## src/cibk_consts.svh

```systemverilog
// constants for the charger interrupt flag and mask bank
`ifndef CIBK_CONSTS_SVH
`define CIBK_CONSTS_SVH

// register offsets
`define CIBK_OFS_FLAG_FIVE 8'h27
`define CIBK_OFS_MASK_ZERO 8'h28
`define CIBK_OFS_MASK_ONE 8'h29
`define CIBK_OFS_MASK_TWO 8'h2a
`define CIBK_OFS_MASK_THREE 8'h2b
`define CIBK_OFS_MASK_FOUR 8'h2c
`define CIBK_OFS_MASK_FIVE 8'h2d

// flag five bit positions
`define CIBK_BIT_SYS_RAIL_LOW 7
`define CIBK_BIT_SYS_RAIL_HIGH 6
`define CIBK_BIT_SOURCE_OUT_HIGH 5
`define CIBK_BIT_SOURCE_OUT_LOW 4
`define CIBK_BIT_THERMAL_SHUTDOWN 2

// implemented (writable or settable) bits per register
`define CIBK_USED_FLAG_FIVE 8'hf4
`define CIBK_WMASK_ZERO 8'hff
`define CIBK_WMASK_ONE 8'hd7
`define CIBK_WMASK_TWO 8'h7f
`define CIBK_WMASK_THREE 8'h1f
`define CIBK_WMASK_FOUR 8'hff
`define CIBK_WMASK_FIVE 8'hf4

// reset values
`define CIBK_RST_FLAG 8'h00
`define CIBK_RST_MASK 8'h00

// masks that also clear on a watchdog reset, one bit per mask register
`define CIBK_MASK_CLR_ON_WDT 6'h08

// read data for an unmapped offset
`define CIBK_UNMAPPED_DATA 8'h00

`endif

```

## src/cibk_pkg.sv

```systemverilog
// types shared by the charger interrupt bank
`default_nettype none
package cibk_pkg;
	typedef logic [7:0] cibk_byte_t;
	typedef logic [5:0][7:0] cibk_mask_bank_t;
endpackage : cibk_pkg
`default_nettype wire

```

## src/cibk_flag_reg.sv

```systemverilog
// sticky read-to-clear event flag register
`default_nettype none
module cibk_flag_reg #(
	parameter int WIDTH = 8,
	parameter logic [WIDTH-1:0] USED = '1,
	parameter logic [WIDTH-1:0] ANY_EDGE = '0,
	parameter logic [WIDTH-1:0] RST_VAL = '0
) (
	input wire logic clk_sys,
	input wire logic arst_n,
	input wire logic ce,
	input wire logic [WIDTH-1:0] status,
	input wire logic rdClr,
	output logic [WIDTH-1:0] flags
);
	logic [WIDTH-1:0] prev_r;
	logic primed_r;
	logic [WIDTH-1:0] flags_r;
	logic [WIDTH-1:0] evt;

	// ************************************************
	// edge detection, one cell per bit
	// ************************************************
	genvar gi;
	generate
		for (gi = 0; gi < WIDTH; gi++) begin : g_bit
			// rising edge, or any change for level-type sources
			assign evt[gi] = USED[gi] & primed_r &
				(ANY_EDGE[gi] ? (status[gi] ^ prev_r[gi]) : (status[gi] & ~prev_r[gi]));
		end
	endgenerate

	// status history; first sample after reset only primes it
	always_ff @(posedge clk_sys or negedge arst_n) begin
		if (!arst_n) begin
			prev_r <= '0;
			primed_r <= 1'b0;
		end else if (ce) begin
			prev_r <= status;
			primed_r <= 1'b1;
		end
	end

	// sticky flags: a read clears, a new event in the same cycle wins
	always_ff @(posedge clk_sys or negedge arst_n) begin
		if (!arst_n) begin
			flags_r <= RST_VAL;
		end else if (ce) begin
			flags_r <= ((rdClr ? '0 : flags_r) | evt) & USED;
		end
	end

	assign flags = flags_r;
endmodule : cibk_flag_reg
`default_nettype wire

```

## src/cibk_mask_reg.sv

```systemverilog
// one interrupt mask register with reset-source selection
`default_nettype none
module cibk_mask_reg #(
	parameter logic [7:0] WMASK = 8'hff,
	parameter logic [7:0] RST_VAL = 8'h00,
	parameter bit CLR_ON_WDT = 1'b0
) (
	input wire logic clk_sys,
	input wire logic arst_n,
	input wire logic ce,
	input wire logic wrEn,
	input wire logic [7:0] wrData,
	input wire logic regRst,
	input wire logic wdtRst,
	output logic [7:0] value
);
	logic [7:0] value_r;

	// soft resets take priority over a write in the same cycle
	always_ff @(posedge clk_sys or negedge arst_n) begin
		if (!arst_n) begin
			value_r <= RST_VAL;
		end else if (ce) begin
			if (regRst || (CLR_ON_WDT && wdtRst)) begin
				value_r <= RST_VAL;
			end else if (wrEn) begin
				value_r <= wrData & WMASK;
			end
		end
	end

	assign value = value_r;
endmodule : cibk_mask_reg
`default_nettype wire

```

## src/cibk_irq_bank.sv

```systemverilog
// charger interrupt flag five register, six mask registers and request output
`include "cibk_consts.svh"
`default_nettype none
// Functional notes
// - flag bit 7 sets on system rail undervoltage rise, clears on read
// - flag bit 6 sets on system rail overvoltage rise, clears on read
// - flag bit 5 sets on source output overvoltage rise, clears on read
// - flag bit 4 sets on source output undervoltage rise, clears on read
// - flag bit 2 sets on thermal shutdown rise, clears on read
// - flag five is zero at power-up, untouched by watchdog or register reset
// - mask bits reset to zero; one blocks the request, zero allows it
// - mask zero covers the eight input supply events, bits 7 to 0
// - mask one covers charge, optimiser, input, thermal reg, battery, port detect
// - mask two covers dataline, conversion, min system and four timer events
// - mask three bits 3 to 0 cover four temperature zones, 7 to 5 reserved
// - mask three bit 4 low battery; mask three also clears on watchdog
// - mask four covers battery current, overvoltage and overcurrent events
// - masks zero, one, two, four clear on register reset only
// - all flag five sources are rising-edge type (ANY_EDGE clear); cleared on read
module cibk_irq_bank (
	input wire logic clk_sys,
	input wire logic arst_n,
	input wire logic ce,
	input wire cibk_pkg::cibk_byte_t regAddr,
	input wire logic regWrEn,
	input wire cibk_pkg::cibk_byte_t regWrData,
	input wire logic regRdEn,
	output cibk_pkg::cibk_byte_t regRdData,
	output logic regRdValid,
	input wire logic regResetPulse,
	input wire logic watchdogTriggeredReset,
	input wire logic sysRailLowStatus,
	input wire logic sysRailHighStatus,
	input wire logic sourceOutHighStatus,
	input wire logic sourceOutLowStatus,
	input wire logic thermalShutdownStatus,
	input wire cibk_pkg::cibk_byte_t flagsZero,
	input wire cibk_pkg::cibk_byte_t flagsOne,
	input wire cibk_pkg::cibk_byte_t flagsTwo,
	input wire cibk_pkg::cibk_byte_t flagsThree,
	input wire cibk_pkg::cibk_byte_t flagsFour,
	output cibk_pkg::cibk_byte_t flagsFive,
	output cibk_pkg::cibk_mask_bank_t masks,
	output logic irqReq
);
	import cibk_pkg::*;

	// ************************************************
	// constant tables
	// ************************************************
	localparam cibk_mask_bank_t MASK_WMASK = {
		`CIBK_WMASK_FIVE, `CIBK_WMASK_FOUR, `CIBK_WMASK_THREE,
		`CIBK_WMASK_TWO, `CIBK_WMASK_ONE, `CIBK_WMASK_ZERO
	};
	localparam cibk_mask_bank_t MASK_OFS = {
		`CIBK_OFS_MASK_FIVE, `CIBK_OFS_MASK_FOUR, `CIBK_OFS_MASK_THREE,
		`CIBK_OFS_MASK_TWO, `CIBK_OFS_MASK_ONE, `CIBK_OFS_MASK_ZERO
	};
	localparam logic [5:0] MASK_CLR_WDT = `CIBK_MASK_CLR_ON_WDT;

	cibk_byte_t statusFive;
	cibk_byte_t flagsFiveVal;
	cibk_mask_bank_t maskVal;
	cibk_mask_bank_t flagBank;
	logic [5:0] maskWrSel;
	logic flagRdClr;
	cibk_byte_t rdMux;
	cibk_byte_t rdData_r;
	logic rdValid_r;
	logic irq_r;

	// ************************************************
	// flag five: status sources to sticky flags
	// ************************************************
	always_comb begin
		statusFive = 8'h00;
		statusFive[`CIBK_BIT_SYS_RAIL_LOW] = sysRailLowStatus;
		statusFive[`CIBK_BIT_SYS_RAIL_HIGH] = sysRailHighStatus;
		statusFive[`CIBK_BIT_SOURCE_OUT_HIGH] = sourceOutHighStatus;
		statusFive[`CIBK_BIT_SOURCE_OUT_LOW] = sourceOutLowStatus;
		statusFive[`CIBK_BIT_THERMAL_SHUTDOWN] = thermalShutdownStatus;
	end

	// a host read of the flag register clears it after the value is captured
	assign flagRdClr = regRdEn && (regAddr == `CIBK_OFS_FLAG_FIVE);

	// soft resets are not wired here: flag five keeps its value through them
	cibk_flag_reg #(
		.WIDTH(8),
		.USED(`CIBK_USED_FLAG_FIVE),
		.ANY_EDGE(8'h00),
		.RST_VAL(`CIBK_RST_FLAG)
	) u_flag_five (
		.clk_sys(clk_sys),
		.arst_n(arst_n),
		.ce(ce),
		.status(statusFive),
		.rdClr(flagRdClr),
		.flags(flagsFiveVal)
	);

	// ************************************************
	// mask registers
	// ************************************************
	genvar gm;
	generate
		for (gm = 0; gm < 6; gm++) begin : g_mask
			// write strobe per mask register
			assign maskWrSel[gm] = regWrEn && (regAddr == MASK_OFS[gm]);
			// bit maps follow the flag registers one to one
			cibk_mask_reg #(
				.WMASK(MASK_WMASK[gm]),
				.RST_VAL(`CIBK_RST_MASK),
				.CLR_ON_WDT(MASK_CLR_WDT[gm])
			) u_mask (
				.clk_sys(clk_sys),
				.arst_n(arst_n),
				.ce(ce),
				.wrEn(maskWrSel[gm]),
				.wrData(regWrData),
				.regRst(regResetPulse),
				.wdtRst(watchdogTriggeredReset),
				.value(maskVal[gm])
			);
		end
	endgenerate

	// ************************************************
	// register read port
	// ************************************************
	always_comb begin
		rdMux = `CIBK_UNMAPPED_DATA;
		unique case (regAddr)
			`CIBK_OFS_FLAG_FIVE: rdMux = flagsFiveVal;
			`CIBK_OFS_MASK_ZERO: rdMux = maskVal[0];
			`CIBK_OFS_MASK_ONE: rdMux = maskVal[1];
			`CIBK_OFS_MASK_TWO: rdMux = maskVal[2];
			`CIBK_OFS_MASK_THREE: rdMux = maskVal[3];
			`CIBK_OFS_MASK_FOUR: rdMux = maskVal[4];
			`CIBK_OFS_MASK_FIVE: rdMux = maskVal[5];
			default: rdMux = `CIBK_UNMAPPED_DATA;
		endcase
	end

	// read data captured one cycle after the strobe, held until the next read
	always_ff @(posedge clk_sys or negedge arst_n) begin
		if (!arst_n) begin
			rdData_r <= 8'h00;
			rdValid_r <= 1'b0;
		end else if (ce) begin
			rdValid_r <= regRdEn;
			if (regRdEn) begin
				rdData_r <= rdMux;
			end
		end
	end

	// ************************************************
	// interrupt request
	// ************************************************
	assign flagBank = {flagsFiveVal, flagsFour, flagsThree, flagsTwo, flagsOne, flagsZero};

	// any set flag in an implemented bit whose mask is clear raises the request
	always_ff @(posedge clk_sys or negedge arst_n) begin
		if (!arst_n) begin
			irq_r <= 1'b0;
		end else if (ce) begin
			irq_r <= |(flagBank & ~maskVal & MASK_WMASK);
		end
	end

	assign regRdData = rdData_r;
	assign regRdValid = rdValid_r;
	assign flagsFive = flagsFiveVal;
	assign masks = maskVal;
	assign irqReq = irq_r;
endmodule : cibk_irq_bank
`default_nettype wire

```

## config.mk

```make
export PLATFORM = sky130hd
export DESIGN_NAME = cibk_irq_bank
export DESIGN_NICKNAME = d
export VERILOG_FILES = /design/src/cibk_pkg.sv /design/src/cibk_flag_reg.sv /design/src/cibk_mask_reg.sv /design/src/cibk_irq_bank.sv
export VERILOG_INCLUDE_DIRS = /design/src
export SDC_FILE = /design/constraint.sdc
export NUM_CORES = 1
export LEC_CHECK = 0
export BUFFER_PORTS_ARGS = -buffer_cell sky130_fd_sc_hd__buf_2
export CAP_MARGIN = 25
export CELL_PAD_IN_SITES_DETAIL_PLACEMENT = 1
export CELL_PAD_IN_SITES_GLOBAL_PLACEMENT = 2
export CORE_ASPECT_RATIO = 0.75
export CORE_MARGIN = 4
export CORE_UTILIZATION = 25
export DETAILED_ROUTE_END_ITERATION = 7
export PLACE_DENSITY = 0.74
export SYNTH_ARGS = -nofsm -noshare
export SYNTH_HDL_FRONTEND = slang
export SYNTH_SLANG_ARGS = --single-unit
export TNS_END_PERCENT = 20
```

## constraint.sdc

```tcl
create_clock -name clk_sys -period 1.3 [get_ports clk_sys]
set_input_delay 0.325 -clock clk_sys [delete_from_list [all_inputs] [get_ports clk_sys]]
set_output_delay 0.325 -clock clk_sys [all_outputs]
set_load 0.01 [all_outputs]
```

==> flow_summary_export.csv <==
group,metric,value,unit
floorplanning,core,12480,um^2
timing,worst_slack,-0.3701,ns
routing,vias_per_cell,5.088,
timing,skew,0.008359,ns
cts,cts_root_buf,"clkbuf_16",
placed_design,portBuffers,115,
routing,wl_per_cell,20.84,um
floorplanning,initial_core_util,0.2596,
cts,clock_sinks,60,
floorplanning,num_rows,35,
cts,numCtsBuffers,9,
timing,rsz0062_at_grt,"true",
logic_synthesis,yosysWarnings,0,
logic_synthesis,yosysSeqAreaShare,0.4633,
timing,slew-limit-headroom,0.4195,
placed_design,gp_congestion,0.8628,
global_routing,grt_pass1_vias,4025,
logic_synthesis,synth-edff-count,0,
critical_path,slowest_stage,"or4b_4",
run,maxCapViolations,0,
power_and_ir_drop,power.density,951.4,nW/um^2
routing,finalWirelength,14880,um
global_routing,grt_pass1_wl,23070,um
global_routing,gr-total-overflow,0,
logic_synthesis,synth_flop_cell,"dfrtp_1",
min_path,hold_class,"primary input to asynchronous set/reset pin",
routing,drtIter0Drc,216,
cts,insertion_delay,0.34,ns
status,failed_checks,"negative hold slack, negative setup slack",
global_routing,grt.total_usage,0.2015,
cts,htree_levels,3,
cts,clockBufferDepth,2,
floorplanning,dieArea,14870,um^2
critical_path,cp_max_fo,8,
layout,drive_above_1_share,0.4580,
routing,vias,3633,
critical_path,path_cells,"buf_8, nor4b_4, nand3_2, or4b_4, nor3b_4, buf_12, a22o_1",
cts,cts_tree,"yes",
logic_synthesis,syn_avg_cell_area,9.732,um^2
layout,post-route-util,0.4402,
floorplanning,die-height,106.6,um
logic_synthesis,ys_ff_latch,60,
routing,drt_pass1_iterations,5,
critical_path,crit_family,"simple AND/OR/NAND/NOR gates",
critical_path,required,1.57,ns
timing,worstMarginPinSlew,0.8649,ns
critical_path,cp_data_arrival_time,1.94,ns
floorplanning,pin_count,134,
logic_synthesis,synth_area,3241,um^2
floorplanning,die_x,139.5,um
critical_path,cpPeakStageDelay,0.54,ns
critical_path,critPathKind,"primary input to register",
timing,slew_violations,0,
timing,post-route-min-period,1.670,ns
status,status,"complete, but fails checks",
routing,route.detailed.drc,0,
power_and_ir_drop,power,0.005227,W
timing,setup_viol,73,
timing,period_share,1.285,
placed_design,dpl.cell_count,699,
cts,clk_pin_slew,0.06,ns
logic_synthesis,ys_async_sr_fraction,1.000,
global_routing,antenna_found_initial,0,
global_routing,grt_max_degree,61,
timing,hold_ws,-0.001331,ns
power_and_ir_drop,p_leak,2.614,nW
placed_design,dpl.hpwl,11780,um
timing,finalHoldViolCount,1,
logic_synthesis,synth_cells,333,
layout,finalNonFillerCells,714,
layout,syn_to_final_growth,69.54,%
power_and_ir_drop,irDropWorstVdd,0.6121,mV
critical_path,critPathLaunchType,"primary input",
layout,antenna_cells,0,
critical_path,cp.buffers_inverters,2,
routing,postRouteAntennaNets,0,
timing,fmax,0.5988,GHz
logic_synthesis,synth.distinct_cells,52,
layout,fin_nets,612,
critical_path,cp-end-kind,"register",
final cells by class:
cell class                      instances  area, um^2
Timing Repair Buffer                  214        1797
Inverter                               47       176.4
Sequential cell                        60        1501
Fill cell                            1429        6987
Tap cell                              166       207.7
Multi-Input combinational cell        212        1541
Clock buffer                           13       260.3
Clock inverter                          2       10.01
final timing paths:
| kind | slack (ns) | startpoint | cells past startpoint | to |
|---|---|---|---|---|
| hold reg to reg | 0.46 | u_flag_five.primed_r | 1 | u_flag_five.primed_r |
| min in group clk_sys | 0.21 | sourceOutLowStatus | 3 | u_flag_five.prev_r[4] |
| max in group asynchronous | 1.02 | arst_n | 2 | g_mask[4].u_mask.value[4] |
| hold / removal | -0.001 | arst_n | 2 | regRdData[4] |
| setup / recovery | -0.37 | regAddr[4] | 7 | g_mask[4].u_mask.value[0] |
| setup reg to reg | -0.29 | g_mask[4].u_mask.value[1] | 5 | irqReq |
synth_stat cells, drive strengths merged, types with 2 or more instances:
master,instances,share of area
dfrtp,60,0.46
inv,46,0.053
a22o,31,0.084
nand2,22,0.025
o22ai,22,0.042
a22oi,17,0.039
buf,15,0.032
o21ai,15,0.023
nor2,13,0.016
clkbuf,10,0.012
a21oi,9,0.014
a221oi,9,0.024
mux2i,8,0.025
a32o,6,0.019
nor2b,5,0.0097
nand4,4,0.0077
nor3,4,0.0097
o2bb2ai,4,0.011
and2,3,0.0058
nor3b,3,0.010
nand2b,2,0.0039
nand3,2,0.0046
or2,2,0.0039
or4b,2,0.0073
kinds of logic (layout without fill, tap and decap cells):
family / after synthesis / in the layout / synth area share
AO/OA/AOI/OAI: 123 / 123 / 0.2822
multiplexers: 9 / 9 / 0.03166
flip-flops: 60 / 60 / 0.4633
AND/OR/NAND/NOR: 68 / 68 / 0.1236
other: 1 / 12 / 0.001157
buffers and inverters: 72 / 276 / 0.09807
worst reg2reg max path, stage by stage (launching register included):
cell and delay (ns):
dfrtp_1 0.36, inv_1 0.06, a22o_1 0.20, a221oi_2 0.21, nand4_1 0.28, o32a_1 0.36
stage by stage:
stage	hold slack [ns]	setup TNS (ns)	cell area, um^2	setup slack, ns
2_1_floorplan	0.02941	-21.49	3302	-0.6052
3_3_place_gp	0.3613	-29.48	4715	-0.7852
3_5_place_dp	0.3647	-30.40	4715	-0.7956
4_1_cts	0.01048	-10.53	5465	-0.3895
5_1_grt	0.03261	-15.25	5494	-0.4209
6_report	-0.001331	-10.49	5494	-0.3701
registers in the layout (all words and copies together), names as in the netlist:
| signal | flops |
|---|---|
| g_mask.u_mask.value | 39 |
| regRdData | 8 |
| u_flag_five.prev_r | 5 |
| u_flag_five.primed_r | 1 |
| regRdValid | 1 |
| irqReq | 1 |
| u_flag_five.flags | 5 |
cells in the final DEF, fill, tap and decap left out, types with 5 or more instances in the layout:
master / n
a22oi_2: 8
buf_4: 53
a221oi_1: 6
nand2_1: 22
a32o_1: 6
mux2i_1: 8
nor2b_1: 5
o22ai_1: 22
dfrtp_1: 60
conb_1: 12
clkbuf_16: 9
a22o_1: 31
a21oi_1: 9
buf_6: 86
nor2_1: 11
inv_1: 46
o21ai_0: 11
buf_2: 71
a22oi_1: 9
routing by layer:
| metal | global-route usage | wire (um) |
|---|---|---|
| met5 | 0 | 0 |
| met4 | 0.04260 | 196 |
| met3 | 0.05573 | 1048 |
| met2 | 0.3172 | 6731 |
| met1 | 0.2784 | 6901 |
power by group:
part           leakage (nW)  internal, W  switching [W]
logic                  1.69     0.000493       0.000510
clock network         0.135      0.00138       0.000869
registers             0.786      0.00194      0.0000420
timing repair:
item                                    in CTS  in global routing
gates resized for setup                     95                 10
endpoints found under the hold margin        0                  0
gates cloned                                 0                  0
pin swaps                                   14                  6
setup buffers                                1                  0
endpoints found under the setup margin      96                 97
hold buffers                                 0                  0
(Power assumes the default switching activity.)
